[config.mk]
export PLATFORM = sky130hd
export DESIGN_NAME = lpsc_top
export DESIGN_NICKNAME = d
export VERILOG_FILES = /design/src/pkg/lpsc_pkg.sv /design/src/rtl/lpsc_top.sv /design/src/rtl/lpsc_wake_sync.sv /design/src/rtl/lpsc_phy_power.sv
export SDC_FILE = /design/constraint.sdc
export NUM_CORES = 1
export LEC_CHECK = 0
export BUFFER_PORTS_ARGS = -buffer_cell sky130_fd_sc_hd__buf_2
export CORE_AREA = 2 2 141 109
export DETAILED_ROUTE_END_ITERATION = 12
export DIE_AREA = 0 0 143 111
export HOLD_SLACK_MARGIN = 0.03
export SLEW_MARGIN = 20
export SYNTH_ARGS = -nofsm -noshare
export SYNTH_HDL_FRONTEND = slang
export SYNTH_SLANG_ARGS = --single-unit
[constraint.sdc]
create_clock -name clk -period 2.9 [get_ports clk]
set_input_delay 0.58 -clock clk [delete_from_list [all_inputs] [get_ports clk]]
set_output_delay 0.58 -clock clk [all_outputs]
set_load 0.1 [all_outputs]
[src/pkg/lpsc_pkg.sv]
package lpsc_pkg;
    // Register bus
    localparam int ADDR_W = 8;
    localparam int DATA_W = 32;
    localparam logic [7:0] OFF_PMCTRL = 8'h54;
    localparam logic [7:0] OFF_WAKE_TEST = 8'h64;
    localparam logic [7:0] OFF_INT_STATUS = 8'h58;
    localparam logic [7:0] OFF_PHY_CTRL = 8'hA0;
    localparam logic [7:0] OFF_PHY_MODE = 8'hA4;
    localparam logic [7:0] OFF_PHY_INTSRC = 8'hA8;
    // Power control register fields
    localparam int PM_READY_BIT = 0;
    localparam int PM_PIN_EN_BIT = 1;
    localparam int PM_PULSE_SEL_BIT = 3;
    localparam int PM_WSRC_LO = 4;
    localparam int PM_FRAME_EN_BIT = 9;
    localparam int PM_ENERGY_EN_BIT = 14;
    localparam int PM_STATE_LO = 12;
    // Interrupt status field
    localparam int INT_WAKE_BIT = 17;
    // PHY fields
    localparam int PHY_PWRDN_BIT = 11;
    localparam int PHY_EDPD_BIT = 13;
    localparam int PHY_ENERGY_FLAG_BIT = 1;
    // Encodings
    localparam logic [1:0] PS_NORMAL = 2'h0;
    localparam logic [1:0] PS_LIGHT = 2'h1;
    localparam logic [1:0] PS_DEEP = 2'h2;
    localparam logic [1:0] WS_NONE = 2'h0;
    localparam logic [1:0] WS_ENERGY = 2'h1;
    localparam logic [1:0] WS_FRAME = 2'h2;
    // Timing
    localparam int CLK_MHZ = 100;
    localparam int PULSE_MS = 50;
    localparam int READY_MS = 2;
    localparam int PULSE_CYC = PULSE_MS * 1000 * CLK_MHZ;
    localparam int READY_CYC = READY_MS * 1000 * CLK_MHZ;
    localparam int PHY_RESET_CYC = 16;
    localparam int WAKE_LAT_CYC = 4;

    typedef enum {LPSC_RUN, LPSC_SLEEP, LPSC_WAKING} lpsc_mode_t;

    typedef struct packed {
        logic wr;
        logic rd;
        logic [ADDR_W-1:0] addr;
        logic [DATA_W-1:0] wdata;
    } lpsc_bus_t;

    typedef struct packed {
        logic mac_clk_en;
        logic host_clk_en;
        logic core_clk_en;
        logic rxpm_clk_en;
        logic frame_detect_en;
    } lpsc_gate_t;
endpackage

[src/rtl/lpsc_top.sv]
// Implementation choices: strobed register access and the register offsets.
`timescale 1ns/1ps
module lpsc_top
    import lpsc_pkg::*;
#(
    parameter int PULSE_CYCLES = PULSE_CYC,
    parameter int READY_CYCLES = READY_CYC
) (
    input wire logic clk,
    input wire logic rst,
    input wire logic [ADDR_W-1:0] addr,
    input wire logic [DATA_W-1:0] wdata,
    input wire logic wr,
    input wire logic rd,
    input wire logic cs_n,
    input wire logic wr_n,
    input wire logic frame_detected,
    input wire logic line_energy,
    output logic [DATA_W-1:0] rdata,
    output logic wake_pin,
    output logic mac_clk_en,
    output logic host_clk_en,
    output logic core_clk_en,
    output logic rxpm_clk_en,
    output logic frame_detect_en,
    output logic phy_powered,
    output logic phy_tx_en,
    output logic phy_reset,
    output logic line_energy_present
);
    if (PULSE_CYCLES < 1 || PULSE_CYCLES >= 2**27) begin : g_bad_pulse
        $error("PULSE_CYCLES out of range");
    end
    if (READY_CYCLES <= WAKE_LAT_CYC || READY_CYCLES >= 2**27) begin : g_bad_ready
        $error("READY_CYCLES out of range");
    end

    typedef struct packed {
        lpsc_mode_t mode;
        logic ready;
        logic read_seen;
        logic [1:0] pstate;
        logic [1:0] wsrc;
        logic frame_en;
        logic energy_en;
        logic pin_en;
        logic pulse_sel;
        logic int_wake;
        logic phy_pwrdn;
        logic phy_edpd;
        logic [26:0] pulse_cnt;
        logic [26:0] ready_cnt;
        logic pin;
        logic [DATA_W-1:0] rdata;
        lpsc_gate_t gate;
        logic wake_src_d;
    } lpsc_state_t;
    lpsc_state_t q;
    lpsc_state_t next_q;

    lpsc_bus_t bus;
    logic wake_pulse;
    logic energy_flag;
    logic flag_clr;
    logic wake_src;
    logic wr_ok;

    ////////////////////////////////////////////////////////////////////////////////
    // Helpers
    function automatic logic is_reg(input logic [ADDR_W-1:0] a, input logic [7:0] off);
        return a == off;
    endfunction

    assign bus = '{wr: wr, rd: rd, addr: addr, wdata: wdata};
    assign wake_src = (q.wsrc == WS_FRAME && q.frame_en)
        || (q.wsrc == WS_ENERGY && q.energy_en);
    assign wr_ok = bus.wr && q.read_seen && q.ready;
    assign flag_clr = bus.rd && q.ready && is_reg(bus.addr, OFF_PHY_INTSRC);

    ////////////////////////////////////////////////////////////////////////////////
    // Submodules
    lpsc_wake_sync u_wake (
        .clk(clk),
        .rst(rst),
        .cs_n(cs_n),
        .wr_n(wr_n),
        .addr_hit(is_reg(bus.addr, OFF_WAKE_TEST)),
        .wake_pulse(wake_pulse)
    );

    lpsc_phy_power u_phy (
        .clk(clk),
        .rst(rst),
        .pwrdn_bit(q.phy_pwrdn),
        .edpd_bit(q.phy_edpd),
        .line_energy(line_energy),
        .flag_clr(flag_clr),
        .phy_powered(phy_powered),
        .phy_tx_en(phy_tx_en),
        .phy_reset(phy_reset),
        .line_energy_present(line_energy_present),
        .energy_flag(energy_flag)
    );

    ////////////////////////////////////////////////////////////////////////////////
    // Next state
    always_comb begin
        next_q = q;
        next_q.wake_src_d = wake_src;
        next_q.rdata = '0;
        if (bus.rd) begin
            next_q.read_seen = 1'b1;
            if (is_reg(bus.addr, OFF_PMCTRL)) begin
                next_q.rdata[PM_READY_BIT] = q.ready;
                next_q.rdata[PM_PIN_EN_BIT] = q.pin_en;
                next_q.rdata[PM_PULSE_SEL_BIT] = q.pulse_sel;
                next_q.rdata[PM_WSRC_LO +: 2] = q.wsrc;
                next_q.rdata[PM_FRAME_EN_BIT] = q.frame_en;
                next_q.rdata[PM_STATE_LO +: 2] = q.pstate;
                next_q.rdata[PM_ENERGY_EN_BIT] = q.energy_en;
            end else if (q.ready) begin
                if (is_reg(bus.addr, OFF_INT_STATUS)) begin
                    next_q.rdata[INT_WAKE_BIT] = q.int_wake;
                end else if (is_reg(bus.addr, OFF_PHY_CTRL)) begin
                    next_q.rdata[PHY_PWRDN_BIT] = q.phy_pwrdn;
                end else if (is_reg(bus.addr, OFF_PHY_MODE)) begin
                    next_q.rdata[PHY_EDPD_BIT] = q.phy_edpd;
                end else if (is_reg(bus.addr, OFF_PHY_INTSRC)) begin
                    next_q.rdata[PHY_ENERGY_FLAG_BIT] = energy_flag;
                end
            end
        end
        if (wr_ok) begin
            if (is_reg(bus.addr, OFF_PMCTRL)) begin
                next_q.pin_en = bus.wdata[PM_PIN_EN_BIT];
                next_q.pulse_sel = bus.wdata[PM_PULSE_SEL_BIT];
                next_q.frame_en = bus.wdata[PM_FRAME_EN_BIT];
                next_q.energy_en = bus.wdata[PM_ENERGY_EN_BIT];
                if (bus.wdata[PM_WSRC_LO +: 2] == WS_NONE) begin
                    next_q.wsrc = WS_NONE;
                end
                if (bus.wdata[PM_STATE_LO +: 2] == PS_LIGHT
                    || bus.wdata[PM_STATE_LO +: 2] == PS_DEEP) begin
                    next_q.pstate = bus.wdata[PM_STATE_LO +: 2];
                    next_q.mode = LPSC_SLEEP;
                    next_q.ready = 1'b0;
                    next_q.read_seen = 1'b0;
                end
            end else if (is_reg(bus.addr, OFF_INT_STATUS)) begin
                if (bus.wdata[INT_WAKE_BIT] && !wake_src) begin
                    next_q.int_wake = 1'b0;
                end
            end else if (is_reg(bus.addr, OFF_PHY_CTRL)) begin
                next_q.phy_pwrdn = bus.wdata[PHY_PWRDN_BIT];
            end else if (is_reg(bus.addr, OFF_PHY_MODE)) begin
                next_q.phy_edpd = bus.wdata[PHY_EDPD_BIT];
            end
        end
        case (q.mode)
            LPSC_RUN: begin
                next_q.ready_cnt = '0;
            end
            LPSC_SLEEP: begin
                if (q.pstate == PS_LIGHT && frame_detected) begin
                    next_q.wsrc = WS_FRAME;
                end
                if (q.pstate == PS_DEEP && line_energy) begin
                    next_q.wsrc = WS_ENERGY;
                end
                if (wake_pulse) begin
                    next_q.mode = LPSC_WAKING;
                    next_q.pstate = PS_NORMAL;
                    // Sync latency counted into the ready budget
                    next_q.ready_cnt = 27'(READY_CYCLES - WAKE_LAT_CYC);
                end
            end
            LPSC_WAKING: begin
                if (q.ready_cnt == '0) begin
                    next_q.ready = 1'b1;
                    next_q.mode = LPSC_RUN;
                end else begin
                    next_q.ready_cnt = q.ready_cnt - 27'h1;
                end
            end
            default: begin
                next_q.mode = LPSC_RUN;
            end
        endcase
        // Pin and status
        if (wake_src && !q.wake_src_d) begin
            next_q.int_wake = 1'b1;
            next_q.pulse_cnt = 27'(PULSE_CYCLES);
        end else if (q.pulse_cnt != '0) begin
            next_q.pulse_cnt = q.pulse_cnt - 27'h1;
        end
        next_q.pin = wake_src && q.pin_en
            && (!q.pulse_sel || next_q.pulse_cnt != '0);
        next_q.gate.mac_clk_en = next_q.pstate == PS_NORMAL;
        next_q.gate.host_clk_en = next_q.pstate == PS_NORMAL;
        next_q.gate.core_clk_en = next_q.pstate != PS_DEEP;
        next_q.gate.rxpm_clk_en = next_q.pstate != PS_DEEP;
        next_q.gate.frame_detect_en = next_q.pstate == PS_LIGHT;
    end

    ////////////////////////////////////////////////////////////////////////////////
    // State register; config survives sleep
    always_ff @(posedge clk) begin
        if (rst) begin
            q <= '0;
            q.mode <= LPSC_RUN;
            q.ready <= 1'b1;
            q.gate <= '{1'b1, 1'b1, 1'b1, 1'b1, 1'b0};
        end else begin
            q <= next_q;
        end
    end

    assign rdata = q.rdata;
    assign wake_pin = q.pin;
    assign mac_clk_en = q.gate.mac_clk_en;
    assign host_clk_en = q.gate.host_clk_en;
    assign core_clk_en = q.gate.core_clk_en;
    assign rxpm_clk_en = q.gate.rxpm_clk_en;
    assign frame_detect_en = q.gate.frame_detect_en;

    ////////////////////////////////////////////////////////////////////////////////
    // Assertions
    // Sleep, wake and gating
    AST_SLEEP_NOT_READY: assert property (@(posedge clk) disable iff (rst)
        (q.mode == LPSC_SLEEP) |-> !q.ready)
        else $error("ready set in sleep");
    AST_WAKING_NOT_READY: assert property (@(posedge clk) disable iff (rst)
        (q.mode == LPSC_WAKING) |-> !q.ready)
        else $error("ready set while waking");
    AST_SLEEP_ENTRY: assert property (@(posedge clk) disable iff (rst)
        (wr_ok && is_reg(bus.addr, OFF_PMCTRL)
        && (bus.wdata[PM_STATE_LO +: 2] == PS_LIGHT || bus.wdata[PM_STATE_LO +: 2] == PS_DEEP))
        |=> (!q.ready && !q.read_seen && q.mode == LPSC_SLEEP))
        else $error("sleep entry kept ready");
    AST_SLEEP_READ_ZERO: assert property (@(posedge clk) disable iff (rst)
        (rd && !q.ready && !is_reg(addr, OFF_PMCTRL)) |=> (rdata == '0))
        else $error("read while not ready returned data");
    AST_WAKE_MODE: assert property (@(posedge clk) disable iff (rst)
        (q.mode == LPSC_SLEEP && wake_pulse) |=> (q.mode == LPSC_WAKING))
        else $error("wake write not taken");
    AST_WAKE_STATE: assert property (@(posedge clk) disable iff (rst)
        (q.mode == LPSC_SLEEP && wake_pulse) |=> q.pstate == PS_NORMAL)
        else $error("wake did not reset state");
    AST_LIGHT_GATES: assert property (@(posedge clk) disable iff (rst)
        (q.pstate == PS_LIGHT) |-> (!mac_clk_en && core_clk_en && frame_detect_en))
        else $error("light sleep gating wrong");
    AST_DETECT_ONLY_LIGHT: assert property (@(posedge clk) disable iff (rst)
        (q.pstate != PS_LIGHT) |-> !frame_detect_en)
        else $error("frame detection outside light sleep");
    AST_DEEP_GATES: assert property (@(posedge clk) disable iff (rst)
        (q.pstate == PS_DEEP) |-> (!core_clk_en && !host_clk_en && !mac_clk_en))
        else $error("deep sleep gating wrong");
    AST_NO_WRITE_UNREAD: assert property (@(posedge clk) disable iff (rst)
        (!q.read_seen && wr && is_reg(addr, OFF_PMCTRL)) |=> $stable(q.pin_en))
        else $error("write before read taken");
    AST_CONFIG_KEPT: assert property (@(posedge clk) disable iff (rst)
        (q.mode != LPSC_RUN)
        |=> ($stable(q.pin_en) && $stable(q.frame_en) && $stable(q.energy_en)
        && $stable(q.pulse_sel) && $stable(q.phy_edpd) && $stable(q.phy_pwrdn)))
        else $error("configuration changed in sleep");
    AST_READY_BOUND: assert property (@(posedge clk) disable iff (rst)
        (q.mode == LPSC_WAKING && q.ready_cnt == '0) |=> q.ready)
        else $error("ready late");

    // Wake source, status and pin
    AST_FRAME_SRC: assert property (@(posedge clk) disable iff (rst)
        (q.mode == LPSC_SLEEP && q.pstate == PS_LIGHT && frame_detected && !wake_pulse)
        |=> q.wsrc == WS_FRAME) else $error("frame source not set");
    AST_FRAME_PIN: assert property (@(posedge clk) disable iff (rst)
        (q.wsrc == WS_FRAME && q.frame_en && q.pin_en && !q.pulse_sel) |=> wake_pin)
        else $error("frame wake pin not driven");
    AST_ENERGY_SRC: assert property (@(posedge clk) disable iff (rst)
        (q.mode == LPSC_SLEEP && q.pstate == PS_DEEP && line_energy && !wake_pulse)
        |=> q.wsrc == WS_ENERGY) else $error("energy source not set");
    AST_ENERGY_PIN: assert property (@(posedge clk) disable iff (rst)
        (q.wsrc == WS_ENERGY && q.energy_en && q.pin_en && !q.pulse_sel) |=> wake_pin)
        else $error("energy wake pin not driven");
    AST_INT_SET: assert property (@(posedge clk) disable iff (rst)
        (wake_src && !q.wake_src_d) |=> q.int_wake)
        else $error("status not set");
    AST_INT_HOLD: assert property (@(posedge clk) disable iff (rst)
        (q.int_wake && wake_src) |=> q.int_wake)
        else $error("status dropped while source active");
    AST_INT_CLEAR: assert property (@(posedge clk) disable iff (rst)
        (wr_ok && is_reg(bus.addr, OFF_INT_STATUS) && bus.wdata[INT_WAKE_BIT] && !wake_src)
        |=> !q.int_wake)
        else $error("status not cleared");
    AST_PULSE_END: assert property (@(posedge clk) disable iff (rst)
        (q.pulse_sel && q.pulse_cnt == '0 && !(wake_src && !q.wake_src_d)) |=> !wake_pin)
        else $error("pulse too long");
    AST_STATIC_PIN: assert property (@(posedge clk) disable iff (rst)
        (!q.pulse_sel && wake_src && q.pin_en) |=> wake_pin)
        else $error("static pin dropped");
    AST_PIN_DROP: assert property (@(posedge clk) disable iff (rst)
        (!wake_src || !q.pin_en) |=> !wake_pin)
        else $error("pin held");
    AST_WSRC_HELD: assert property (@(posedge clk) disable iff (rst)
        (q.wsrc != WS_NONE && !wr_ok) |=> (q.wsrc != WS_NONE))
        else $error("wake source lost");

    // PHY power
    AST_PHY_DOWN: assert property (@(posedge clk) disable iff (rst)
        q.phy_pwrdn |=> !phy_powered)
        else $error("PHY powered while down");
    AST_PHY_RESET: assert property (@(posedge clk) disable iff (rst)
        $fell(q.phy_pwrdn) |=> phy_reset)
        else $error("PHY not reset on power up");
    AST_EDPD_QUIET: assert property (@(posedge clk) disable iff (rst)
        (q.phy_edpd && !line_energy) |=> (!phy_powered && !phy_tx_en))
        else $error("PHY active without line energy");
    AST_ENERGY_FLAG: assert property (@(posedge clk) disable iff (rst)
        (q.phy_edpd && $rose(line_energy)) |=> energy_flag)
        else $error("energy flag not set");
endmodule

[src/rtl/lpsc_wake_sync.sv]
`timescale 1ns/1ps
module lpsc_wake_sync
    import lpsc_pkg::*;
(
    input wire logic clk,
    input wire logic rst,
    input wire logic cs_n,
    input wire logic wr_n,
    input wire logic addr_hit,
    output logic wake_pulse
);
    typedef struct packed {
        logic s1;
        logic s2;
        logic s3;
    } lpsc_sync_t;
    lpsc_sync_t q;
    lpsc_sync_t next_q;
    logic raw;

    // Strobe decode without a clock
    assign raw = !cs_n && !wr_n && addr_hit;

    always_comb begin
        next_q = q;
        next_q.s1 = raw;
        next_q.s2 = q.s1;
        next_q.s3 = q.s2;
    end

    always_ff @(posedge clk) begin
        if (rst) begin
            q <= '0;
        end else begin
            q <= next_q;
        end
    end

    assign wake_pulse = q.s2 && !q.s3;
endmodule

[src/rtl/lpsc_phy_power.sv]
`timescale 1ns/1ps
module lpsc_phy_power
    import lpsc_pkg::*;
(
    input wire logic clk,
    input wire logic rst,
    input wire logic pwrdn_bit,
    input wire logic edpd_bit,
    input wire logic line_energy,
    input wire logic flag_clr,
    output logic phy_powered,
    output logic phy_tx_en,
    output logic phy_reset,
    output logic line_energy_present,
    output logic energy_flag
);
    typedef struct packed {
        logic pwrdn_d;
        logic [7:0] rst_cnt;
        logic energy_d;
        logic flag;
        logic powered;
        logic tx_en;
        logic reset_out;
    } lpsc_phy_t;
    lpsc_phy_t q;
    lpsc_phy_t next_q;

    always_comb begin
        next_q = q;
        next_q.pwrdn_d = pwrdn_bit;
        next_q.energy_d = line_energy;
        if (q.pwrdn_d && !pwrdn_bit) begin
            next_q.rst_cnt = 8'(PHY_RESET_CYC);
        end else if (q.rst_cnt != 8'h00) begin
            next_q.rst_cnt = q.rst_cnt - 8'h01;
        end
        if (flag_clr) begin
            next_q.flag = 1'b0;
        end
        if (edpd_bit && line_energy && !q.energy_d) begin
            next_q.flag = 1'b1;
        end
        next_q.powered = !pwrdn_bit && (!edpd_bit || line_energy);
        next_q.tx_en = next_q.powered && (next_q.rst_cnt == 8'h00);
        next_q.reset_out = next_q.rst_cnt != 8'h00;
    end

    always_ff @(posedge clk) begin
        if (rst) begin
            q <= '0;
        end else begin
            q <= next_q;
        end
    end

    assign line_energy_present = q.energy_d;
    assign phy_powered = q.powered;
    assign phy_tx_en = q.tx_en;
    assign phy_reset = q.reset_out;
    assign energy_flag = q.flag;
endmodule

==> impl_metrics.csv, run 1 <==
group,metric,value,unit
logic_synthesis,yosysTopAreaCell,"dfxtp_1",
critical_path,crit_path_cell_trace,"or3_4 > or4_4 > nor3_4 > buf_4 > nor3_1 > o32ai_2 > o2111ai_1 > nor4_4 > a31oi_1",
routing,wirelength,12200,um
die,die_h,111,um
logic_synthesis,yosys.area.top_type_share,46.3,%
critical_path,path_class,"flop to flop",
cts,cts-root-buf,"clkbuf_16",
place,pre_cts_slack,50.4,ps
pwr,p_leak,2.75,nW
critical_path,critPathMaxStageDelay,610,ps
final_layout,final_cell_count_no_fill,949,
routing,drc_errors,0,
logic_synthesis,synth_most_common_cell,"dfxtp_1",
die,die-area,15900,um^2
run_status,run_status,"finished clean",
sta,fin_crit_sh,96.0,%
routing,wl_per_cell,12.9,um
critical_path,crit_family,"simple AND/OR/NAND/NOR gates",
logic_synthesis,ys_seq_area_share,46.3,%
sta,relSlewSlack,49.4,%
routing,vias,4691,
logic_synthesis,synth_edf_count,0,
grt,grt_pass1_wl,20700,um
routing,via_per_inst,4.94,
cts,clk_path_buf_depth,2,
final_layout,seq_area,2640,um^2
final_layout,antenna_cells,0,
place,post-place-cells,915,
final_layout,final_core_util,46.8,%
logic_synthesis,synth_cell_types,70,
sta,post-route-min-period,2780,ps
cts,cts_tree,"yes",
logic_synthesis,synth.avg_cell_area,8.85,um^2
logic_synthesis,synth_ff_type,"dfxtp_1",
sta,rsz0062_at_grt,"false",
grt,grt_util_all_layers,16.1,%
critical_path,arrival,3080,ps
pwr,ir_drop,0.618,mV
critical_path,crit_buf_inv,1,
sta,setup_viol,0,
sta,setup_tns,0,ps
critical_path,crit_required,3190,ps
worst_hold_path,hold_path.class,"input port to flop",
run,maxCapViolCount,0,
final_layout,finalNetCount,784,
sta,hold_ws,418,ps
cts,cts_max_level,4,
routing,ant_nets,0,
die,coreArea,14700,um^2
logic_synthesis,syn_inst,645,
logic_synthesis,ys_seq_elements,132,
critical_path,slowest_stage,"or4_4",
routing,firstDrtPassIters,5,
final_layout,fill_cells,1358,
die,die_width,143,um
place,dpl.hpwl,8650,um
final_layout,multiInputGateArea,2910,um^2
critical_path,crit_path_end_kind,"flop",
pwr,powerDensity,1060,nW/um^2
final_layout,area_growth_syn_to_layout,20.6,%
logic_synthesis,yosys_warnings,0,
final_layout,drive_above_1_share,17.1,%
cts,clkTransAtPathRegs,60,ps
grt,grt_max_degree,38,
place,globalplace.congestion,0.847,
final_layout,stdcell_area,6880,um^2
logic_synthesis,synth_common_cells,"dfxtp_1, nor2_1, nand2_1, nor3_1, a21oi_1",
grt,antenna_found_initial,0,
sta,slew_viol_final,0,
critical_path,startpoint_type,"flop",
logic_synthesis,netlist_top_cells_area,"dfxtp_1, nor2_1, xnor2_1, buf_4, nor3_1",
cts,numClockSinks,132,
die,io_pins,90,
grt,grt.overflow.total,0,
logic_synthesis,async_flop_share,0,%
sta,worst_slack,116,ps
sta,worst_pin_slew,759,ps
cts,cts_made_buffers,17,
sta,finalHoldViolations,0,
grt,first_global_vias,4413,
die,rows,39,
sta,timing.fmax,359,MHz
cts,worstSkewPairLatency,420,ps
critical_path,path_max_fanout,4,
sta,worst_clock_skew,9.86,ps
place,placed_area,6210,um^2
die,start_util,38.8,%
logic_synthesis,synth_area,5710,um^2
routing,drt-initial-drc-count,374,
pwr,total_power,7.28,mW
place,io_buffers,46,
-- metal layers --
metal,vias to the layer above,GRT usage (%),wire length (um)
met3,12,3.80,681
met2,141,24.1,5390
li1,2369,-,-
met5,-,0,0
met4,0,6.14,100
met1,2169,22.5,6060
-- power breakdown --
group | switching, mW | internal [mW] | leakage [nW]
clock | 0.864 | 1.29 | 0.280
sequential | 0.276 | 2.07 | 1.08
combinational | 1.60 | 1.18 | 1.39
-- cell type report --
cell class              count  area share (%)
multi-input cells         494            42.2
flip-flops and latches    132            38.4
clock buffers              17            6.18
repair buffers             72            6.18
well taps                 205            3.73
clock inverters            15            2.49
inverters                  14           0.764
-- state kept, by name (all words and copies together), names as in the netlist, 2 cells and up --
register,flops
u_phy.q,9
u_wake.next_q,2
rdata,11
q,100
-- worst reg2reg max path: cells and delay by family, from the launching register on --
kind	cells	cell delay, ps
simple gates	5	1580
compound gates	3	590
flops	1	340
buf+inv	1	160
-- cell families (layout without fill, tap and decap cells) --
logic type               count (synthesis)  after routing  synth area share [%]
adder cells (fa/ha/maj)                  5              5                  1.10
buffers and inverters                   69            118                  6.97
AND/OR/NAND/NOR                        303            303                  28.1
XOR/XNOR                                42             42                  6.45
flip-flops                             132            132                  46.3
AO/OA/AOI/OAI                           88             88                  10.1
multiplexers                             5              5                 0.921
other                                    1             51                0.0657
-- cell usage in the layout (no fill, tap or decap), types with 17 or more instances in the layout --
cell       instances
dfxtp_1          132
nor2_1            93
conb_1            51
buf_2             46
nand2_1           45
nor3_1            42
a21oi_1           40
xnor2_1           32
buf_4             26
nor4_1            20
clkbuf_16         17
-- worst paths after layout --
check / start / endpoint / slack [ps] / cells after the start
worst max-delay path: q[89] / wake_pin / 120 / 9
worst min-delay path: wdata[11] / q[94] / 420 / 3
worst max register to register: q[89] / wake_pin / 120 / 9
worst min register to register: u_wake.next_q[1] / u_wake.next_q[0] / 460 / 1
-- timing repair --
item	4_1_cts	5_1_grt
gates resized for setup	0	9
hold buffers	0	0
endpoints found under the setup margin	0	6
buffers inserted	0	2
No activity file was read; power rests on OpenSTA's default activity.
==> inputs of run 2 (changes only) <==
--- a/config.mk
+++ b/config.mk
@@ -5,10 +5,10 @@
 export SDC_FILE = /design/constraint.sdc
 export NUM_CORES = 1
 export LEC_CHECK = 0
-export BUFFER_PORTS_ARGS = -buffer_cell sky130_fd_sc_hd__buf_2
 export CORE_AREA = 2 2 141 109
 export DETAILED_ROUTE_END_ITERATION = 12
 export DIE_AREA = 0 0 143 111
+export DONT_BUFFER_PORTS = 1
 export HOLD_SLACK_MARGIN = 0.03
 export SLEW_MARGIN = 20
 export SYNTH_ARGS = -nofsm -noshare
==> constraint.sdc (replaced) <==
create_clock -name clk -period 2.65 [get_ports clk]
set_input_delay 0.53 -clock clk [delete_from_list [all_inputs] [get_ports clk]]
set_output_delay 0.53 -clock clk [all_outputs]
set_load 0.1 [all_outputs]
==> impl_metrics.csv, run 2 (same netlist as run 1, synthesis figures left out) <==
group,metric,value,unit
run_status,run_status,"complete, but fails checks",
run_status,violations,"negative setup slack",
pwr,ir_drop,0.723,mV
die,die_h,111,um
final_layout,area_growth_syn_to_layout,23.1,%
critical_path,slowest_stage,"or4_4",
pwr,p_leak,2.77,nW
critical_path,path_class,"flop to flop",
place,pre_cts_slack,-47.0,ps
critical_path,critPathMaxStageDelay,600,ps
routing,vias,4782,
sta,relSlewSlack,37.6,%
final_layout,final_core_util,47.8,%
routing,ant_nets,0,
sta,setup_viol,1,
routing,drt-initial-drc-count,377,
sta,slew_viol_final,0,
final_layout,final_common_cell,"dfxtp_1",
cts,worstSkewPairLatency,400,ps
routing,drc_errors,0,
cts,cts_hold_buf,0,
routing,wl_per_cell,13.2,um
critical_path,crit_required,2930,ps
grt,first_global_vias,4480,
final_layout,drive_above_1_share,18.4,%
die,die_width,143,um
sta,post-route-min-period,2780,ps
die,io_pins,90,
cts,cts_tree,"yes",
grt,grt_util_all_layers,16.0,%
critical_path,r2r_start,"q[88]",
final_layout,antenna_cells,0,
final_layout,finalNetCount,784,
critical_path,startpoint_type,"flop",
place,globalplace.congestion,0.863,
critical_path,cp_common_cell,"nor3_2",
die,coreArea,14700,um^2
run,maxCapViolCount,0,
place,io_buffers,0,
cts,cts_max_level,4,
cts,clkTransAtPathRegs,60,ps
sta,rsz0062_at_grt,"true",
critical_path,crit_buf_inv,1,
final_layout,final_cell_mix,"dfxtp_1, nor2_1, buf_4",
critical_path,path_max_fanout,3,
routing,firstDrtPassIters,7,
sta,worst_slack,-126,ps
worst_hold_path,min_from,"rst",
critical_path,crit_family,"simple AND/OR/NAND/NOR gates",
sta,worst_pin_slew,935,ps
grt,grt.overflow.total,0,
sta,fin_crit_sh,105,%
final_layout,largest_register_ffs,100,
routing,via_per_inst,5.04,
cts,cts_made_buffers,17,
sta,timing.fmax,360,MHz
cts,cts-root-buf,"clkbuf_16",
cts,clk_path_buf_depth,2,
place,dpl.hpwl,8870,um
critical_path,arrival,3050,ps
sta,setup_tns,-126,ps
final_layout,largest-register,"q",
worst_hold_path,hold_path.class,"input port to flop",
die,start_util,38.8,%
grt,grt_max_degree,54,
sta,hold_ws,195,ps
routing,wirelength,12500,um
critical_path,crit_path_cell_trace,"or3_4 > or4_4 > buf_6 > o31ai_4 > nor3_2 > nor3_2 > o2111ai_2 > nor4_4 > a31oi_1",
grt,grt_pass1_wl,20800,um
grt,antenna_found_initial,0,
critical_path,startpoint,"q[88]",
critical_path,crit_path_end_kind,"flop",
die,rows,39,
die,die-area,15900,um^2
pwr,powerDensity,1190,nW/um^2
sta,finalHoldViolations,0,
cts,numClockSinks,132,
sta,worst_clock_skew,9.24,ps
[run 2: area by class of cell]
type	instances	area, um^2
Inverter	14	52.6
Clock inverter	9	81.3
Fill cell	1342	7660
Clock buffer	22	464
Sequential cell	132	2650
Timing Repair Buffer	72	544
Tap cell	205	256
Multi-Input combinational cell	494	2980
[run 2: metrics by stage]
| step | power (mW) | instance area, um^2 | std cells |
|---|---|---|---|
| after CTS | 8.15 | 6900 | 947 |
| after global routing | 8.92 | 7020 | 948 |
| after detailed placement | 5.94 | 6340 | 916 |
| after floorplan | 4.70 | 5890 | 695 |
| after global placement | 5.88 | 6340 | 916 |
| final | 8.38 | 7020 | 948 |
[run 2: worst paths after layout]
| path | slack, ps | endpoint | cells after the start |
|---|---|---|---|
| max | -130 | wake_pin | 9 |
| max reg2reg | -130 | wake_pin | 9 |
| min reg2reg | 450 | u_wake.next_q[0] | 1 |
| min | 190 | q[97] | 1 |
[run 2: what timing repair did]
action / 4_1_cts / 5_1_grt
setup buffers: 0 / 1
hold endpoints to repair: 0 / 0
pin swaps: 1 / 10
gates resized for setup: 3 / 22
endpoints found under the setup margin: 5 / 26
[run 2: metal layers]
layer / track usage [%] / wire [um]
met3: 3.46 / 767
met5: 0 / 0
met1: 22.9 / 6230
met4: 6.80 / 229
met2: 23.3 / 5320
[run 2: report_power, final]
group | switching (mW) | internal [mW] | leakage (nW)
sequential | 0.289 | 2.27 | 1.08
combinational | 1.93 | 1.75 | 1.42
clock | 0.813 | 1.33 | 0.262
